**src/design/vol_ctrl_pkg.sv**
```systemverilog
// shared constants for the serial volume control link and its two ends
package vol_ctrl_pkg;
  // system clock
  localparam int unsigned CLK_HZ          = 200_000_000;
  localparam int unsigned CLK_PER_MS      = CLK_HZ / 1000;
  localparam int unsigned CLK_PERIOD_NS   = 5;
  // control word layout
  localparam int unsigned WORD_BITS       = 16;
  localparam int unsigned LEVEL_BITS      = 8;
  localparam int unsigned RIGHT_MSB       = 15;
  localparam int unsigned RIGHT_LSB       = 8;
  localparam int unsigned LEFT_MSB        = 7;
  localparam int unsigned LEFT_LSB        = 0;
  localparam logic [7:0]  SOFT_MUTE_CODE  = 8'h00;
  localparam logic [7:0]  UNITY_CODE      = 8'hC0;
  localparam logic [15:0] WORD_RESET      = 16'h0000;
  // zero crossings needed before a new level lands
  localparam logic [1:0]  ZC_NEEDED       = 2'h2;
  // timeouts and calibration, in their own unit, then in cycles
  localparam int unsigned ZC_TIMEOUT_MS   = 100;
  localparam int unsigned ZC_TIMEOUT_CYC  = ZC_TIMEOUT_MS * CLK_PER_MS;
  localparam int unsigned CAL_TIME_MS     = 2;
  localparam int unsigned CAL_TIME_CYC    = CAL_TIME_MS * CLK_PER_MS;
  localparam int unsigned MUTE_HOLD_MS    = 2;
  localparam int unsigned MUTE_HOLD_CYC   = MUTE_HOLD_MS * CLK_PER_MS;
  localparam int unsigned TIMER_BITS      = 25;
  // host shift clock: half period, rounded up to whole cycles
  localparam int unsigned SCLK_HALF_NS    = 80;
  localparam int unsigned SCLK_HALF_CYC   = (SCLK_HALF_NS + CLK_PERIOD_NS - 1) / CLK_PERIOD_NS;
  localparam int unsigned DIV_BITS        = 8;
  localparam logic [4:0]  BIT_COUNT_RESET = 5'h00;
  // synchroniser reset levels: {zc_l, zc_r, supply, mute_n, sdi, sclk, select_n}
  // mute resets low, as the host holds it, so no false mute edge follows reset
  localparam logic [6:0]  DEV_SYNC_RESET  = 7'h11;
  // device sequencing
  typedef enum logic [1:0] {
    ST_CLEAR,
    ST_CAL,
    ST_RUN
  } dev_state_t;
  // host transfer sequencing
  typedef enum logic [2:0] {
    H_IDLE,
    H_LEAD,
    H_LOW,
    H_HIGH,
    H_TAIL,
    H_GAP
  } host_state_t;
endpackage

```
**src/design/vol_link_if.sv**
```systemverilog
// four-wire serial link plus mute line between host and volume device
`timescale 1ns/100ps
interface vol_link_if;
  logic select_n;                 // transfer frame, low while shifting
  logic shift_clk;                // shift clock from host
  logic serial_data_in;           // host to device data
  logic mute_n;                   // hardware mute, low active
  logic serial_data_out;          // device data out value
  logic serial_data_out_oe_n;     // device drives when low
  logic serial_data_out_level;    // resolved wire level

  // released wire reads as pulled high
  assign serial_data_out_level = serial_data_out_oe_n ? 1'b1 : serial_data_out;

  modport host (
    output select_n,
    output shift_clk,
    output serial_data_in,
    output mute_n,
    input  serial_data_out_level
  );
  modport dev (
    input  select_n,
    input  shift_clk,
    input  serial_data_in,
    input  mute_n,
    output serial_data_out,
    output serial_data_out_oe_n
  );
endinterface

```
**src/design/sync_edge.sv**
```systemverilog
// two-flop synchroniser with edge detection on the synchronised level
`timescale 1ns/100ps
module sync_edge #(
  parameter int unsigned      WIDTH     = 1,
  parameter logic [WIDTH-1:0] RESET_VAL = '0
) (
  // clock and reset
  input  wire logic             clock_in,
  input  wire logic             resetn_in,
  // asynchronous levels
  input  wire logic [WIDTH-1:0] async_in,
  // synchronised level and edges
  output logic      [WIDTH-1:0] level_out,
  output logic      [WIDTH-1:0] rise_out,
  output logic      [WIDTH-1:0] fall_out
);
  logic [WIDTH-1:0] meta_q;   // first stage, read only by the second
  logic [WIDTH-1:0] sync_q;   // second stage
  logic [WIDTH-1:0] prev_q;   // delayed copy for edges

  // synchroniser chain
  always_ff @(posedge clock_in or negedge resetn_in)
  begin
    if (!resetn_in)
    begin
      meta_q <= RESET_VAL;
      sync_q <= RESET_VAL;
      prev_q <= RESET_VAL;
    end
    else
    begin
      meta_q <= async_in;
      sync_q <= meta_q;
      prev_q <= sync_q;
    end
  end

  assign level_out = sync_q;
  assign rise_out  = sync_q & ~prev_q;
  assign fall_out  = ~sync_q & prev_q;
endmodule

```
**src/design/vol_ctrl_device.sv**
```systemverilog
// device end: serial shift path, level latch, zero-cross apply, mute, calibration
`timescale 1ns/100ps
module vol_ctrl_device
  import vol_ctrl_pkg::*;
#(
  parameter int unsigned ZC_TIMEOUT_CYCLES = ZC_TIMEOUT_CYC,
  parameter int unsigned CAL_CYCLES        = CAL_TIME_CYC
) (
  // clock and reset
  input  wire logic   clock_in,
  input  wire logic   resetn_in,
  // serial link
  vol_link_if.dev     link,
  // analog-side status
  input  wire logic   zero_cross_enable_in,
  input  wire logic   left_zero_cross_in,
  input  wire logic   right_zero_cross_in,
  input  wire logic   supply_ok_in,
  // applied channel state
  output logic [7:0]  left_output_code_out,
  output logic [7:0]  right_output_code_out,
  output logic        left_soft_mute_out,
  output logic        right_soft_mute_out,
  output logic        hard_mute_out,
  output logic        calibrating_out,
  output logic [15:0] volume_reg_out
);
  // synchronised pins
  logic [6:0] lvl;
  logic [6:0] rise;
  logic [6:0] fall;
  logic       sel_n;                 // select, synchronised
  logic       sdi;                   // data in, synchronised
  logic       ze;                    // zero-cross enable level
  logic       supply_ok;             // supply flag level
  logic       mute_req;              // hard mute wanted
  logic       zc_any;                // either channel crossed
  logic [1:0] zc_rise;               // {left, right} crossing pulses
  logic       shift_rise;            // sampling edge inside a frame
  logic       shift_fall;            // output edge inside a frame
  logic       latch;                 // select rising edge
  logic       zc_expired;            // level-change wait ran out
  logic       hm_expired;            // mute wait ran out

  // registers
  dev_state_t            state_q;    // power-up / calibration sequencing
  logic [15:0]           shift_q;    // 16-stage serial path
  logic [15:0]           vol_q;      // latched volume control register
  logic                  sdo_q;      // serial output bit
  logic                  oe_n_q;     // serial output enable, low drives
  logic [1:0]            pend_q;     // {left, right} level change pending
  logic [1:0]            zc_cnt_q [2];
  logic [7:0]            code_q [2]; // applied codes, index 0 right
  logic [1:0]            soft_q;     // applied code is all zeros
  logic [TIMER_BITS-1:0] zc_tmr_q;   // level-change timeout timer
  logic [TIMER_BITS-1:0] hm_tmr_q;   // hard mute timeout timer
  logic                  hm_q;       // outputs grounded
  logic [TIMER_BITS-1:0] cal_tmr_q;  // calibration timer
  logic                  cal_q;      // calibration status, a flop so the pin never glitches

  // saturating increment shared by all timers
  function automatic logic [TIMER_BITS-1:0] sat_inc(input logic [TIMER_BITS-1:0] v);
    sat_inc = (&v) ? v : v + 1'b1;
  endfunction

  // one bank of synchronisers for every pin from outside this clock except zero-cross enable
  sync_edge #(
    .WIDTH     (7),
    .RESET_VAL (DEV_SYNC_RESET)
  ) u_sync (
    .clock_in  (clock_in),
    .resetn_in (resetn_in),
    .async_in  ({left_zero_cross_in, right_zero_cross_in, supply_ok_in, link.mute_n,
                 link.serial_data_in, link.shift_clk, link.select_n}),
    .level_out (lvl),
    .rise_out  (rise),
    .fall_out  (fall)
  );

  assign sel_n      = lvl[0];
  assign sdi        = lvl[2];
  assign supply_ok  = lvl[4];
  assign zc_rise    = rise[6:5];
  assign zc_any     = |zc_rise;
  assign mute_req   = !lvl[3] || !supply_ok;
  assign shift_rise = rise[1] && !sel_n;
  assign shift_fall = fall[1] && !sel_n;
  assign latch      = rise[0];
  assign zc_expired = zc_tmr_q >= TIMER_BITS'(ZC_TIMEOUT_CYCLES);
  assign hm_expired = hm_tmr_q >= TIMER_BITS'(ZC_TIMEOUT_CYCLES);

  // zero-cross enable passes two flops like any pin; its edges are not needed
  sync_edge #(
    .WIDTH     (1),
    .RESET_VAL (1'b1)
  ) u_ze_sync (
    .clock_in  (clock_in),
    .resetn_in (resetn_in),
    .async_in  (zero_cross_enable_in),
    .level_out (ze),
    .rise_out  (),
    .fall_out  ()
  );

  // power-up and calibration sequencing; cal_q follows every state move
  always_ff @(posedge clock_in or negedge resetn_in)
  begin
    if (!resetn_in)
    begin
      state_q   <= ST_CLEAR;
      cal_tmr_q <= '0;
      cal_q     <= 1'b1;
    end
    else if (rise[4])
    begin
      state_q   <= ST_CLEAR;
      cal_tmr_q <= '0;
      cal_q     <= 1'b1;
    end
    else if (fall[3] && state_q == ST_RUN)
    begin
      state_q   <= ST_CAL;
      cal_tmr_q <= '0;
      cal_q     <= 1'b1;
    end
    else
    begin
      unique case (state_q)
        ST_CLEAR:
        begin
          state_q   <= ST_CAL;
          cal_tmr_q <= '0;
        end
        ST_CAL:
        begin
          cal_tmr_q <= sat_inc(cal_tmr_q);
          if (cal_tmr_q >= TIMER_BITS'(CAL_CYCLES - 1))
          begin
            state_q <= ST_RUN;
            cal_q   <= 1'b0;
          end
        end
        ST_RUN:
          cal_tmr_q <= '0;
      endcase
    end
  end

  // serial shift path and volume register
  always_ff @(posedge clock_in or negedge resetn_in)
  begin
    if (!resetn_in)
    begin
      shift_q <= WORD_RESET;
      vol_q   <= WORD_RESET;
    end
    else if (state_q == ST_CLEAR)
    begin
      shift_q <= WORD_RESET;
      vol_q   <= WORD_RESET;
    end
    else
    begin
      // msb first: right code ends up in the upper byte
      if (shift_rise)
      begin
        shift_q <= {shift_q[WORD_BITS-2:0], sdi};
      end
      if (latch)
      begin
        vol_q <= shift_q;
      end
    end
  end

  // serial output and its enable
  always_ff @(posedge clock_in or negedge resetn_in)
  begin
    if (!resetn_in)
    begin
      sdo_q  <= 1'b0;
      oe_n_q <= 1'b1;
    end
    else
    begin
      oe_n_q <= sel_n;
      // frame start shows the oldest bit first
      // then each output edge shows the new tail
      if (fall[0] || shift_fall)
      begin
        sdo_q <= shift_q[WORD_BITS-1];
      end
    end
  end

  // per-channel level apply; a new latch restarts the wait
  always_ff @(posedge clock_in or negedge resetn_in)
  begin
    if (!resetn_in)
    begin
      pend_q   <= 2'b00;
      zc_tmr_q <= '0;
      soft_q   <= 2'b11;
      for (int c = 0; c < 2; c++)
      begin
        zc_cnt_q[c] <= 2'h0;
        code_q[c]   <= SOFT_MUTE_CODE;
      end
    end
    else if (state_q == ST_CLEAR)
    begin
      pend_q   <= 2'b00;
      zc_tmr_q <= '0;
      soft_q   <= 2'b11;
      for (int c = 0; c < 2; c++)
      begin
        zc_cnt_q[c] <= 2'h0;
        code_q[c]   <= SOFT_MUTE_CODE;
      end
    end
    else if (latch)
    begin
      pend_q   <= 2'b11;
      zc_tmr_q <= '0;
      for (int c = 0; c < 2; c++)
      begin
        zc_cnt_q[c] <= 2'h0;
      end
    end
    else
    begin
      zc_tmr_q <= sat_inc(zc_tmr_q);
      for (int c = 0; c < 2; c++)
      begin
        if (pend_q[c])
        begin
          if (!ze || zc_cnt_q[c] >= ZC_NEEDED || zc_expired)
          begin
            pend_q[c] <= 1'b0;
            // code passed on unchanged, one step per half dB
            code_q[c] <= (c == 0) ? vol_q[RIGHT_MSB:RIGHT_LSB] : vol_q[LEFT_MSB:LEFT_LSB];
            soft_q[c] <= ((c == 0) ? vol_q[RIGHT_MSB:RIGHT_LSB]
                                   : vol_q[LEFT_MSB:LEFT_LSB]) == SOFT_MUTE_CODE;
          end
          else if (zc_rise[c])
          begin
            zc_cnt_q[c] <= zc_cnt_q[c] + 2'h1;
          end
        end
      end
    end
  end

  // hard mute: enters on a crossing or timeout, or at once with zero-cross off; leaves at once
  always_ff @(posedge clock_in or negedge resetn_in)
  begin
    if (!resetn_in)
    begin
      hm_q     <= 1'b1;
      hm_tmr_q <= '0;
    end
    else if (!mute_req)
    begin
      hm_q     <= 1'b0;
      hm_tmr_q <= '0;
    end
    else if (!hm_q)
    begin
      hm_tmr_q <= sat_inc(hm_tmr_q);
      // crossing, timeout or zero-cross disabled ends the wait
      if (!ze || zc_any || hm_expired)
      begin
        hm_q <= 1'b1;
      end
    end
  end

  // link and user-side outputs straight from flops
  assign link.serial_data_out      = sdo_q;
  assign link.serial_data_out_oe_n = oe_n_q;
  assign right_output_code_out     = code_q[0];
  assign left_output_code_out      = code_q[1];
  assign right_soft_mute_out       = soft_q[0];
  assign left_soft_mute_out        = soft_q[1];
  assign hard_mute_out             = hm_q;
  assign calibrating_out           = cal_q;
  assign volume_reg_out            = vol_q;
endmodule

```
**src/flat_wrapper.sv**
```systemverilog
// flat-port wrapper written by rule: the top's interface ports become plain ports
module vol_ctrl_device_flat import vol_ctrl_pkg::*;
#(
  parameter int unsigned ZC_TIMEOUT_CYCLES = ZC_TIMEOUT_CYC,
  parameter int unsigned CAL_CYCLES        = CAL_TIME_CYC
)
  (clock_in, resetn_in, zero_cross_enable_in, left_zero_cross_in, right_zero_cross_in, supply_ok_in, left_output_code_out, right_output_code_out, left_soft_mute_out, right_soft_mute_out, hard_mute_out, calibrating_out, volume_reg_out, link_select_n, link_shift_clk, link_serial_data_in, link_mute_n, link_serial_data_out, link_serial_data_out_oe_n);
  vol_link_if link_i ();
  input  wire logic clock_in;
  input  wire logic resetn_in;
  input  wire logic zero_cross_enable_in;
  input  wire logic left_zero_cross_in;
  input  wire logic right_zero_cross_in;
  input  wire logic supply_ok_in;
  output logic [7:0] left_output_code_out;
  output logic [7:0] right_output_code_out;
  output logic left_soft_mute_out;
  output logic right_soft_mute_out;
  output logic hard_mute_out;
  output logic calibrating_out;
  output logic [15:0] volume_reg_out;
  input wire logic [$bits(link_i.select_n)-1:0] link_select_n;
  input wire logic [$bits(link_i.shift_clk)-1:0] link_shift_clk;
  input wire logic [$bits(link_i.serial_data_in)-1:0] link_serial_data_in;
  input wire logic [$bits(link_i.mute_n)-1:0] link_mute_n;
  output wire logic [$bits(link_i.serial_data_out)-1:0] link_serial_data_out;
  output wire logic [$bits(link_i.serial_data_out_oe_n)-1:0] link_serial_data_out_oe_n;
  assign link_i.select_n = link_select_n;
  assign link_i.shift_clk = link_shift_clk;
  assign link_i.serial_data_in = link_serial_data_in;
  assign link_i.mute_n = link_mute_n;
  assign link_serial_data_out = link_i.serial_data_out;
  assign link_serial_data_out_oe_n = link_i.serial_data_out_oe_n;
  vol_ctrl_device #(.ZC_TIMEOUT_CYCLES(ZC_TIMEOUT_CYCLES), .CAL_CYCLES(CAL_CYCLES)) u_core (.clock_in(clock_in), .resetn_in(resetn_in), .link(link_i), .zero_cross_enable_in(zero_cross_enable_in), .left_zero_cross_in(left_zero_cross_in), .right_zero_cross_in(right_zero_cross_in), .supply_ok_in(supply_ok_in), .left_output_code_out(left_output_code_out), .right_output_code_out(right_output_code_out), .left_soft_mute_out(left_soft_mute_out), .right_soft_mute_out(right_soft_mute_out), .hard_mute_out(hard_mute_out), .calibrating_out(calibrating_out), .volume_reg_out(volume_reg_out));
endmodule
```
**config.mk**
```make
export PLATFORM = sky130hd
export DESIGN_NAME = vol_ctrl_device_flat
export DESIGN_NICKNAME = d
export VERILOG_FILES = /design/src/design/vol_ctrl_pkg.sv /design/src/design/vol_link_if.sv /design/src/design/sync_edge.sv /design/src/design/vol_ctrl_device.sv /design/src/flat_wrapper.sv
export SDC_FILE = /design/constraint.sdc
export NUM_CORES = 1
export LEC_CHECK = 0
export ABC_AREA = 1
export BUFFER_PORTS_ARGS = -buffer_cell sky130_fd_sc_hd__buf_2
export CORE_MARGIN = 2
export CORE_UTILIZATION = 35
export CTS_CLUSTER_SIZE = 20
export DETAILED_ROUTE_END_ITERATION = 7
export PLACE_DENSITY_LB_ADDON = 0.25
export SETUP_SLACK_MARGIN = 0.05
export SLEW_MARGIN = 20
export SYNTH_ARGS = -nofsm -noshare
export SYNTH_HDL_FRONTEND = slang
export SYNTH_SLANG_ARGS = --single-unit
```
**constraint.sdc**
```tcl
create_clock -name clock_in -period 2.1 [get_ports clock_in]
set_input_delay 0.42 -clock clock_in [delete_from_list [all_inputs] [get_ports clock_in]]
set_output_delay 0.42 -clock clock_in [all_outputs]
set_load 0.005 [all_outputs]
```
Word-level counts from Yosys, hierarchy flattened

Index checks and enable logic that the tools add are counted.

Reduce and logical (&&, ||, !) cells: 43
$add $sub $neg: 5
Order comparisons: 5
Mux-type cells: 51
Equality and inequality tests: 10
Bitwise gates (word level): 4

Operators with widths:

| kind                                                                                  | count |
|---|---|
| 25-bit 2-to-1 mux                                                                     | 9 |
| 16-bit 2-to-1 mux                                                                     | 6 |
| 25-bit by 1-bit adder with 25-bit output, second input constant                       | 3 |
| 25-bit AND reduction                                                                  | 3 |
| 25-bit greater-or-equal comparator, second input constant                             | 2 |
| 25-bit one-hot mux with 2 select lines                                                | 1 |
| 8-bit 2-to-1 mux                                                                      | 4 |
| 2-bit 2-to-1 mux                                                                      | 13 |
| 25-bit by 19-bit greater-or-equal comparator with 1-bit output, second input constant | 1 |
| 3-bit nonzero test                                                                    | 6 |
| 8-bit zero test                                                                       | 2 |
| 1-bit 2-to-1 mux                                                                      | 15 |
| 3-bit AND reduction                                                                   | 4 |
| 2-bit nonzero test                                                                    | 6 |
| 3-bit by 1-bit inequality test with 1-bit output, second input constant               | 3 |
| 1-bit logical OR                                                                      | 8 |
| 4-bit 2-to-1 mux                                                                      | 2 |
| 7-bit AND                                                                             | 1 |
| 7-bit inverter                                                                        | 1 |
| 2-bit inequality test, second input constant                                          | 3 |
| 2-bit AND reduction                                                                   | 3 |
| 2-bit by 1-bit adder with 2-bit output, second input constant                         | 2 |
| 4-bit AND                                                                             | 1 |
| 2-bit greater-or-equal comparator, second input constant                              | 2 |
| other kinds (11)                                                                      | 17 |

Output and inout port bits: 38
Word-level logic and storage cells: 140
Register bits: 160
Input port bits: 10

Longest topological paths before layout

Gate-level depths: netlist of run 1.

Depth in word-level cells: 8
Depth in mapped cells: 12
Mapped depth without buffers: 11

Modules after synthesis

A second synthesis of run 1 with hierarchy kept.

Cells, all modules: 1,087
Area total of the unflattened synthesis: 8,434.3 sq um

By module, submodules not included:

| module                        | cells an instance | sequential area each (sq um) | area an instance (sq um) | times used |
|---|---|---|---|---|
| vol_ctrl_device               | 1,031             | 3,434.5                      | 7,702.4                  | 1 |
| sync_edge at u_core.u_sync    | 49                | 533.0                        | 638.1                    | 1 |
| sync_edge at u_core.u_ze_sync | 7                 | 78.8                         | 93.8                     | 1 |

Worst setup path before layout of run 1

OpenSTA, ideal clock, no wires.

Kind: reg-to-reg
From: reg u_core.zc_tmr_q[0]
To: reg u_core.zc_tmr_q[0]
Slack: 0.428 ns
Cell stages (with the launch flop): 12
Path buffers: 1
Arrival: 1.544 ns
Library setup time: 0.127 ns
Cell sequence: dfrtp_1 ha_1 nand3_2 inv_2 nand2_1 nor2_2 nand3_1 nor2_1 nand2_1 buf_4 nand3_1 o21ai_0

Word-level cells in the longest chain between the ends: 4

Ends and longest elaborated chain:

| element                                  | RTL line               | text |
|---|---|---|
| from (decl)                              | vol_ctrl_device.sv:55  | `logic [TIMER_BITS-1:0] zc_tmr_q;` |
| from (signal assigned)                   | vol_ctrl_device.sv:232 | `zc_tmr_q <= sat_inc(zc_tmr_q);` |
| 25-bit by 1-bit adder with 25-bit output | vol_ctrl_device.sv:63  | `sat_inc = (&v) ? v : v + 1'b1;` |
| 25-bit 2-to-1 mux                        | vol_ctrl_device.sv:63  |  |
| 25-bit 2-to-1 mux                        | vol_ctrl_device.sv:221 | `else if (latch)` |
| 25-bit 2-to-1 mux                        | vol_ctrl_device.sv:210 | `else if (state_q == ST_CLEAR)` |

Parallel ways exist; a longest one is shown, timed or not. The select of a mux whose other input is x is not followed.
A chain may end at the register's enable or synchronous reset.

Worst setup path in the final report of run 1

From: reg u_core.hm_tmr_q[0]
To: reg u_core.hm_tmr_q[10]

Word-level cells in the longest chain between the ends: 4

Ends and longest elaborated chain:

| element                                  | RTL line               | text |
|---|---|---|
| from (decl)                              | vol_ctrl_device.sv:56  | `logic [TIMER_BITS-1:0] hm_tmr_q;` |
| from (signal assigned)                   | vol_ctrl_device.sv:269 | `hm_tmr_q <= sat_inc(hm_tmr_q);` |
| 25-bit by 1-bit adder with 25-bit output | vol_ctrl_device.sv:63  |  |
| 25-bit 2-to-1 mux                        | vol_ctrl_device.sv:63  |  |
| 25-bit 2-to-1 mux                        | vol_ctrl_device.sv:267 | `else if (!hm_q)` |
| 25-bit 2-to-1 mux                        | vol_ctrl_device.sv:262 | `else if (!mute_req)` |

Parallel ways exist; a longest one is shown, timed or not. The select of a mux whose other input is x is not followed.

==> results.py, run 1 <==
metrics = {
    "sta": {
        "tns_ns": 0,
        "rsz0062_at_grt": "no",
        "worst_slew_pin_slew_ns": 0.622,
        "skew_ns": 0.0239,
        "period_share_pct": 91.0,
        "slew_violations": 0,
        "max_freq_mhz": 523,
        "finalHoldViolCount": 0,
        "fin_ws_ns": 0.189,
        "period_needed_ns": 1.91,
        "maxSlewHeadroom_pct": 58.4,
        "setup_viol": 0,
    },
    "power": {
        "power_per_cell_area_mw_per_mm2": 800,
        "p_leak_nw": 4.55,
        "vdd_drop_max_mv": 0.553,
    },
    "global_route": {
        "grt_pass1_wl_um": 36800,
        "grt_use_met2_pct": 28.2,
        "use_met3_pct": 3.43,
        "grt.busiest_layer": "met2",
        "grt_pass1_vias": 7109,
        "grt_max_degree": 40,
        "use_met1_pct": 26.4,
        "gr-total-overflow": 0,
        "antenna_found_initial": 0,
        "grt_use_total_pct": 18.4,
    },
    "floorplanning": {
        "start_util_pct": 35.6,
        "fp.dieW_um": 158,
        "die_h_um": 158,
        "die_area_sq_mm": 0.0251,
        "rows": 56,
        "pin_count": 48,
        "core_area_sq_mm": 0.0235,
    },
    "placement": {
        "dp_slack_ns": 0.0907,
        "gp_congestion": 0.912,
        "hpwl_um": 15400,
        "port_buffers": 47,
    },
    "clocking": {
        "tritoncts": "built",
        "htreeDepth": 4,
        "path_clk_slew_ns": 0.07,
        "cts_root_buf": "clkbuf_16",
        "cts_buffers": 17,
        "clock_sinks": 158,
        "clk_latency_ns": 0.45,
        "clock_path_buffers": 2,
    },
    "synthesis": {
        "ys_top_cells_by_count": "nand2_1, nand3_1, dfrtp_1",
        "yosys.cell_count.top_type": "nand2_1",
        "syn_area_sq_mm": 0.00835,
        "yosysTopAreaCell": "dfrtp_1",
        "syn_inst": 1058,
        "async_flop_share_pct": 100,
        "synth_cell_types": 44,
        "synth_top_area_share_pct": 43.8,
        "ys.flop_type": "dfrtp_1",
        "ys_warn_count": 0,
        "syn_avg_cell_area_sq_um": 7.89,
        "seq_area_frac_synth_pct": 47.5,
        "ys_ff_latch": 158,
        "synth_area_leaders": "dfrtp_1, nand2_1, nand3_1",
        "synth_nets": 1075,
        "synth_edf_count": 0,
    },
    "routing": {
        "drt-initial-drc-count": 585,
        "vias": 7428,
        "wl_um": 21800,
        "via_per_inst": 5.06,
        "routedWlPerCell_um": 14.9,
        "drtPass1Iterations": 6,
        "drc_errors": 0,
        "drtAntennaViolNets": 0,
    },
    "critical_path": {
        "worst-path-max-fanout": 10,
        "critPathKind": "flip-flop to flip-flop",
        "crit_arrival_ns": 2.24,
        "reg2reg_slack_ns": 0.19,
        "ff2ff_path_depth": 11,
        "crit_required_ns": 2.42,
        "crit_chain": "ha_4 -> nand3_2 -> inv_1 -> nand2_1 -> nor2_2 -> nand3_1 -> o21ai_4 -> clkinvlp_4 -> buf_4 -> nand2_1 -> o21ai_1",
        "crit_slowest_cell": "dfrtp_2",
        "cp-end-kind": "flip-flop",
        "crit_top_cell": "nand2_1",
        "cp-start-kind": "flip-flop",
        "cpPeakStageDelay_ns": 0.42,
    },
    "final_layout": {
        "final_net_count": 1152,
        "diodes": 0,
        "fin_util_pct": 41.9,
        "drive_gt1_share_pct": 16.5,
        "syn_to_final_growth_pct": 17.8,
    },
    "run": {
        "drv_cap": 0,
    },
    "run_status": {
        "status": "complete, no violations",
    },
    "worst_hold_path": {
        "hold_path.class": "input pin to flip-flop",
        "hold_depth": 1,
    },
}
where the power goes:
part / leakage (nW) / switching [W] / total (W) / internal, W
Clock: 0.295 / 0.00156 / 0.00319 / 0.00162
Sequential: 2.11 / 0.000181 / 0.00343 / 0.00325
Combinational: 2.14 / 0.000899 / 0.00125 / 0.000353
Total: 4.55 / 0.00264 / 0.00786 / 0.00522
area by class of cell:
class                   instances  area [sq um]
multi-input cells             735          3740
fillers                      2407         13600
repair buffers                 84           572
clock inverters                15           193
well taps                     319           399
flip-flops and latches        158          3970
clock buffers                  17           425
inverters                     137           518
repair inverters                2          15.0
state kept, by name, indices dropped and copies added (netlist names), 7 cells and up:
name / flops
u_core.right_output_code_out: 8
u_core.u_sync.meta_q: 7
u_core.zc_tmr_q: 25
u_core.shift_q: 16
u_core.cal_tmr_q: 25
u_core.hm_tmr_q: 25
u_core.u_sync.level_out: 7
u_core.volume_reg_out: 16
u_core.left_output_code_out: 8
critical path, delay by kind of cell (launching register included):
kind	cells	cell delay, ns
AO/OA/AOI/OAI	2	0.24
adder cells (fa/ha/maj)	1	0.17
buffers and inverters	3	0.43
flip-flops	1	0.42
AND/OR/NAND/NOR	5	0.55
cells by family (layout without fill, tap and decap cells):
| family | Yosys count | count (layout) | synth area share [%] |
|---|---|---|---|
| AO/OA/AOI/OAI | 144 | 144 | 10.1 |
| XOR/XNOR | 13 | 13 | 1.36 |
| adder cells (fa/ha/maj) | 7 | 7 | 1.05 |
| buffers and inverters | 165 | 255 | 8.12 |
| flip-flops | 158 | 158 | 47.5 |
| AND/OR/NAND/NOR | 571 | 571 | 31.8 |
worst paths after layout:
kind                                                              to                               from
worst max-delay path                 u_core.hm_tmr_q[10]$_DFFE_PN0P_     u_core.hm_tmr_q[0]$_DFFE_PN0P_
worst min-delay path               u_core.u_ze_sync.meta_q$_DFF_PN1_               zero_cross_enable_in
worst max register to register       u_core.hm_tmr_q[10]$_DFFE_PN0P_     u_core.hm_tmr_q[0]$_DFFE_PN0P_
worst min register to register  u_core.u_sync.level_out[3]$_DFF_PN0_  u_core.u_sync.meta_q[3]$_DFF_PN0_
max in group asynchronous               u_core.soft_q[0]$_DFFE_PN1P_                          resetn_in
min in group asynchronous           u_core.cal_tmr_q[20]$_DFFE_PN0P_                          resetn_in
per-stage QoR:
| stage | area [sq um] | hold WS, ns | cells | power, W |
|---|---|---|---|---|
| floorplan | 8350 | 0.124 | 1058 | 0.00424 |
| global placement | 9120 | 0.332 | 1430 | 0.00469 |
| detailed placement | 9120 | 0.335 | 1430 | 0.00469 |
| CTS | 9750 | 0.0680 | 1463 | 0.00790 |
| global route | 9830 | 0.0636 | 1467 | 0.00825 |
| finish | 9830 | 0.0777 | 1467 | 0.00786 |
what timing repair did:
action	CTS	global route
buffers inserted	0	2
setup endpoints to repair	2	43
hold endpoints to repair	32	0
hold buffers	1	0
gates resized for setup	1	16
gates cloned	0	2
metal layers:
metal  vias up  share of wire (%)
met5         -                  0
met4         0                1.9
met3        36                4.2
met2       177                 45
met1      3520                 49
li1       3695                  -
layout by cell type (no fill, tap or decap), drive strengths merged, types with 10 or more instances in the layout:
cell,synthesis,layout
or2,14,14
nor2,97,97
inv,135,140
o22ai,15,15
nand2,219,219
o21ai,97,97
clkinv,2,10
clkbuf,14,17
nand3,152,152
dfstp,12,12
buf,14,83
a21oi,11,11
nor3,35,35
dfrtp,146,146
nand4,48,48
xor2,13,13
Note: power is estimated with default switching activity, not from simulation.
==> inputs of run 2 (changes only) <==
--- a/config.mk
+++ b/config.mk
@@ -7,6 +7,7 @@
 export LEC_CHECK = 0
 export ABC_AREA = 1
 export BUFFER_PORTS_ARGS = -buffer_cell sky130_fd_sc_hd__buf_2
+export CORE_ASPECT_RATIO = 1.25
 export CORE_MARGIN = 2
 export CORE_UTILIZATION = 35
 export CTS_CLUSTER_SIZE = 20
==> run 2 against run 1 <==
Against the previous run: global-route usage fell by 0.59 points; critical path type unchanged; final cell count fell by 1.5%; fmax fell by 1.5%; wire length fell by 1.9%; register-to-register slack got worse by 0.03 ns; sequential power barely moved.
==> results.py, run 2 (synthesis gave the netlist of run 1 again) <==
metrics = {
    "power": {
        "power_w": 0.00769,
        "power_per_cell_area_mw_per_mm2": 787,
        "p_leak_nw": 4.53,
        "vdd_drop_max_mv": 0.714,
    },
    "sta": {
        "period_share_pct": 92.4,
        "skew_ns": 0.0123,
        "hold_slack_ns": 0.0791,
        "rsz0062_at_grt": "yes",
        "finalHoldViolCount": 0,
        "maxSlewHeadroom_pct": 36.6,
        "tns_ns": 0,
        "period_needed_ns": 1.94,
        "worst_slew_pin_slew_ns": 0.946,
        "setup_viol": 0,
        "slew_violations": 0,
        "max_freq_mhz": 515,
    },
    "clocking": {
        "cts_root_buf": "clkbuf_16",
        "tritoncts": "built",
        "path_clk_slew_ns": 0.07,
        "clock_sinks": 158,
        "clock_path_buffers": 2,
        "clk_latency_ns": 0.44,
        "htreeDepth": 4,
        "cts_buffers": 17,
    },
    "global_route": {
        "gr-total-overflow": 0,
        "grt_max_degree": 46,
        "grt_use_total_pct": 17.9,
        "grt_pass1_wl_um": 36100,
        "antenna_found_initial": 0,
        "grt_pass1_vias": 7324,
    },
    "final_layout": {
        "reg_top3": "u_core.cal_tmr_q x25, u_core.hm_tmr_q x25, u_core.zc_tmr_q x25",
        "drive_gt1_share_pct": 16.7,
        "layout_common_cells": "nand2_1, nand3_1, dfrtp_1",
        "fin_util_pct": 41.5,
        "final_common_cell": "nand2_1",
        "diodes": 0,
        "syn_to_final_growth_pct": 17.1,
        "final_net_count": 1157,
    },
    "run": {
        "drv_cap": 0,
    },
    "critical_path": {
        "worst-path-buf-inv": 2,
        "crit_required_ns": 2.46,
        "worst-path-max-fanout": 6,
        "cp.depth": 10,
        "cp-start-kind": "flip-flop",
        "crit_top_cell": "nor2_2",
        "critPathKind": "flip-flop to flip-flop",
        "ff2ff_path_depth": 10,
        "critPathTopFamily": "simple AND/OR/NAND/NOR gates",
        "crit_chain": "ha_2 -> nand3_2 -> inv_2 -> nand2_1 -> nor2_2 -> nand3_1 -> nor2_2 -> nand2_2 -> buf_4 -> a31oi_1",
        "cpPeakStageDelay_ns": 0.42,
        "cp-end-kind": "flip-flop",
        "crit_arrival_ns": 2.30,
        "crit_slowest_cell": "dfrtp_1",
    },
    "placement": {
        "gp_congestion": 0.911,
        "hpwl_um": 15500,
        "port_buffers": 47,
    },
    "worst_hold_path": {
        "hold_path.class": "input pin to flip-flop",
        "hold_depth": 1,
    },
    "routing": {
        "wl_um": 21400,
        "drt-initial-drc-count": 459,
        "routedWlPerCell_um": 14.8,
        "vias": 7365,
        "via_per_inst": 5.10,
        "drtPass1Iterations": 4,
        "drc_errors": 0,
        "drtAntennaViolNets": 0,
    },
    "floorplanning": {
        "core_area_sq_mm": 0.0236,
        "die_area_sq_mm": 0.0251,
        "die_h_um": 177,
        "fp.dieW_um": 142,
        "pin_count": 48,
        "rows": 63,
        "start_util_pct": 35.4,
    },
    "run_status": {
        "status": "complete, no violations",
    },
}
-- run 2: worst paths after layout --
check / endpoint / startpoint / slack (ns)
min in group asynchronous: u_core.hm_tmr_q[5]$_DFFE_PN0P_ / resetn_in / 0.48
hold / removal: u_core.u_sync.meta_q[0]$_DFF_PN1_ / link_select_n / 0.08
max in group asynchronous: u_core.soft_q[0]$_DFFE_PN1P_ / resetn_in / 0.96
setup / recovery: u_core.zc_tmr_q[7]$_DFFE_PN0P_ / u_core.zc_tmr_q[0]$_DFFE_PN0P_ / 0.16
setup reg to reg: u_core.zc_tmr_q[7]$_DFFE_PN0P_ / u_core.zc_tmr_q[0]$_DFFE_PN0P_ / 0.16
hold reg to reg: u_core.u_sync.level_out[2]$_DFF_PN0_ / u_core.u_sync.meta_q[2]$_DFF_PN0_ / 0.35
-- run 2: per-layer routing --
metal	track usage (%)	vias to the layer above	wire length, um
met2	30.6	131	10600
li1	-	3696	-
met4	6.21	0	495
met1	22.6	3504	9700
met5	0	-	0
met3	3.38	34	650
-- run 2: final cells by class --
type / instances / area, sq um
clock buffer: 21 / 450
timing repair buffer: 88 / 602
tap: 292 / 365
inverter: 137 / 518
multi-input combinational: 736 / 3740
timing repair inverter: 2 / 15.0
fill: 2388 / 13800
sequential: 158 / 3970
clock inverter: 11 / 109
-- run 2: power breakdown --
part | total [W] | switching (W) | internal, W
logic | 0.00126 | 0.000878 | 0.000383
clock network | 0.00300 | 0.00132 | 0.00168
registers | 0.00343 | 0.000184 | 0.00325
-- run 2: through the flow --
stage / setup slack, ns / area [sq um] / instances
finish: 0.159 / 9770 / 1445
global route: 0.0181 / 9770 / 1445
CTS: 0.0478 / 9680 / 1438
detailed placement: 0.0626 / 9110 / 1405
global placement: 0.155 / 9110 / 1405
floorplan: 0.428 / 8350 / 1058
-- run 2: timing repair --
| action | 4_1_cts | 5_1_grt |
|---|---|---|
| pin swaps | 0 | 1 |
| cloned | 0 | 3 |
| endpoints found under the setup margin | 1 | 32 |
| endpoints found under the hold margin | 36 | 0 |
| hold buffers | 1 | 0 |
| resized for setup | 0 | 14 |
| buffers inserted | 0 | 4 |
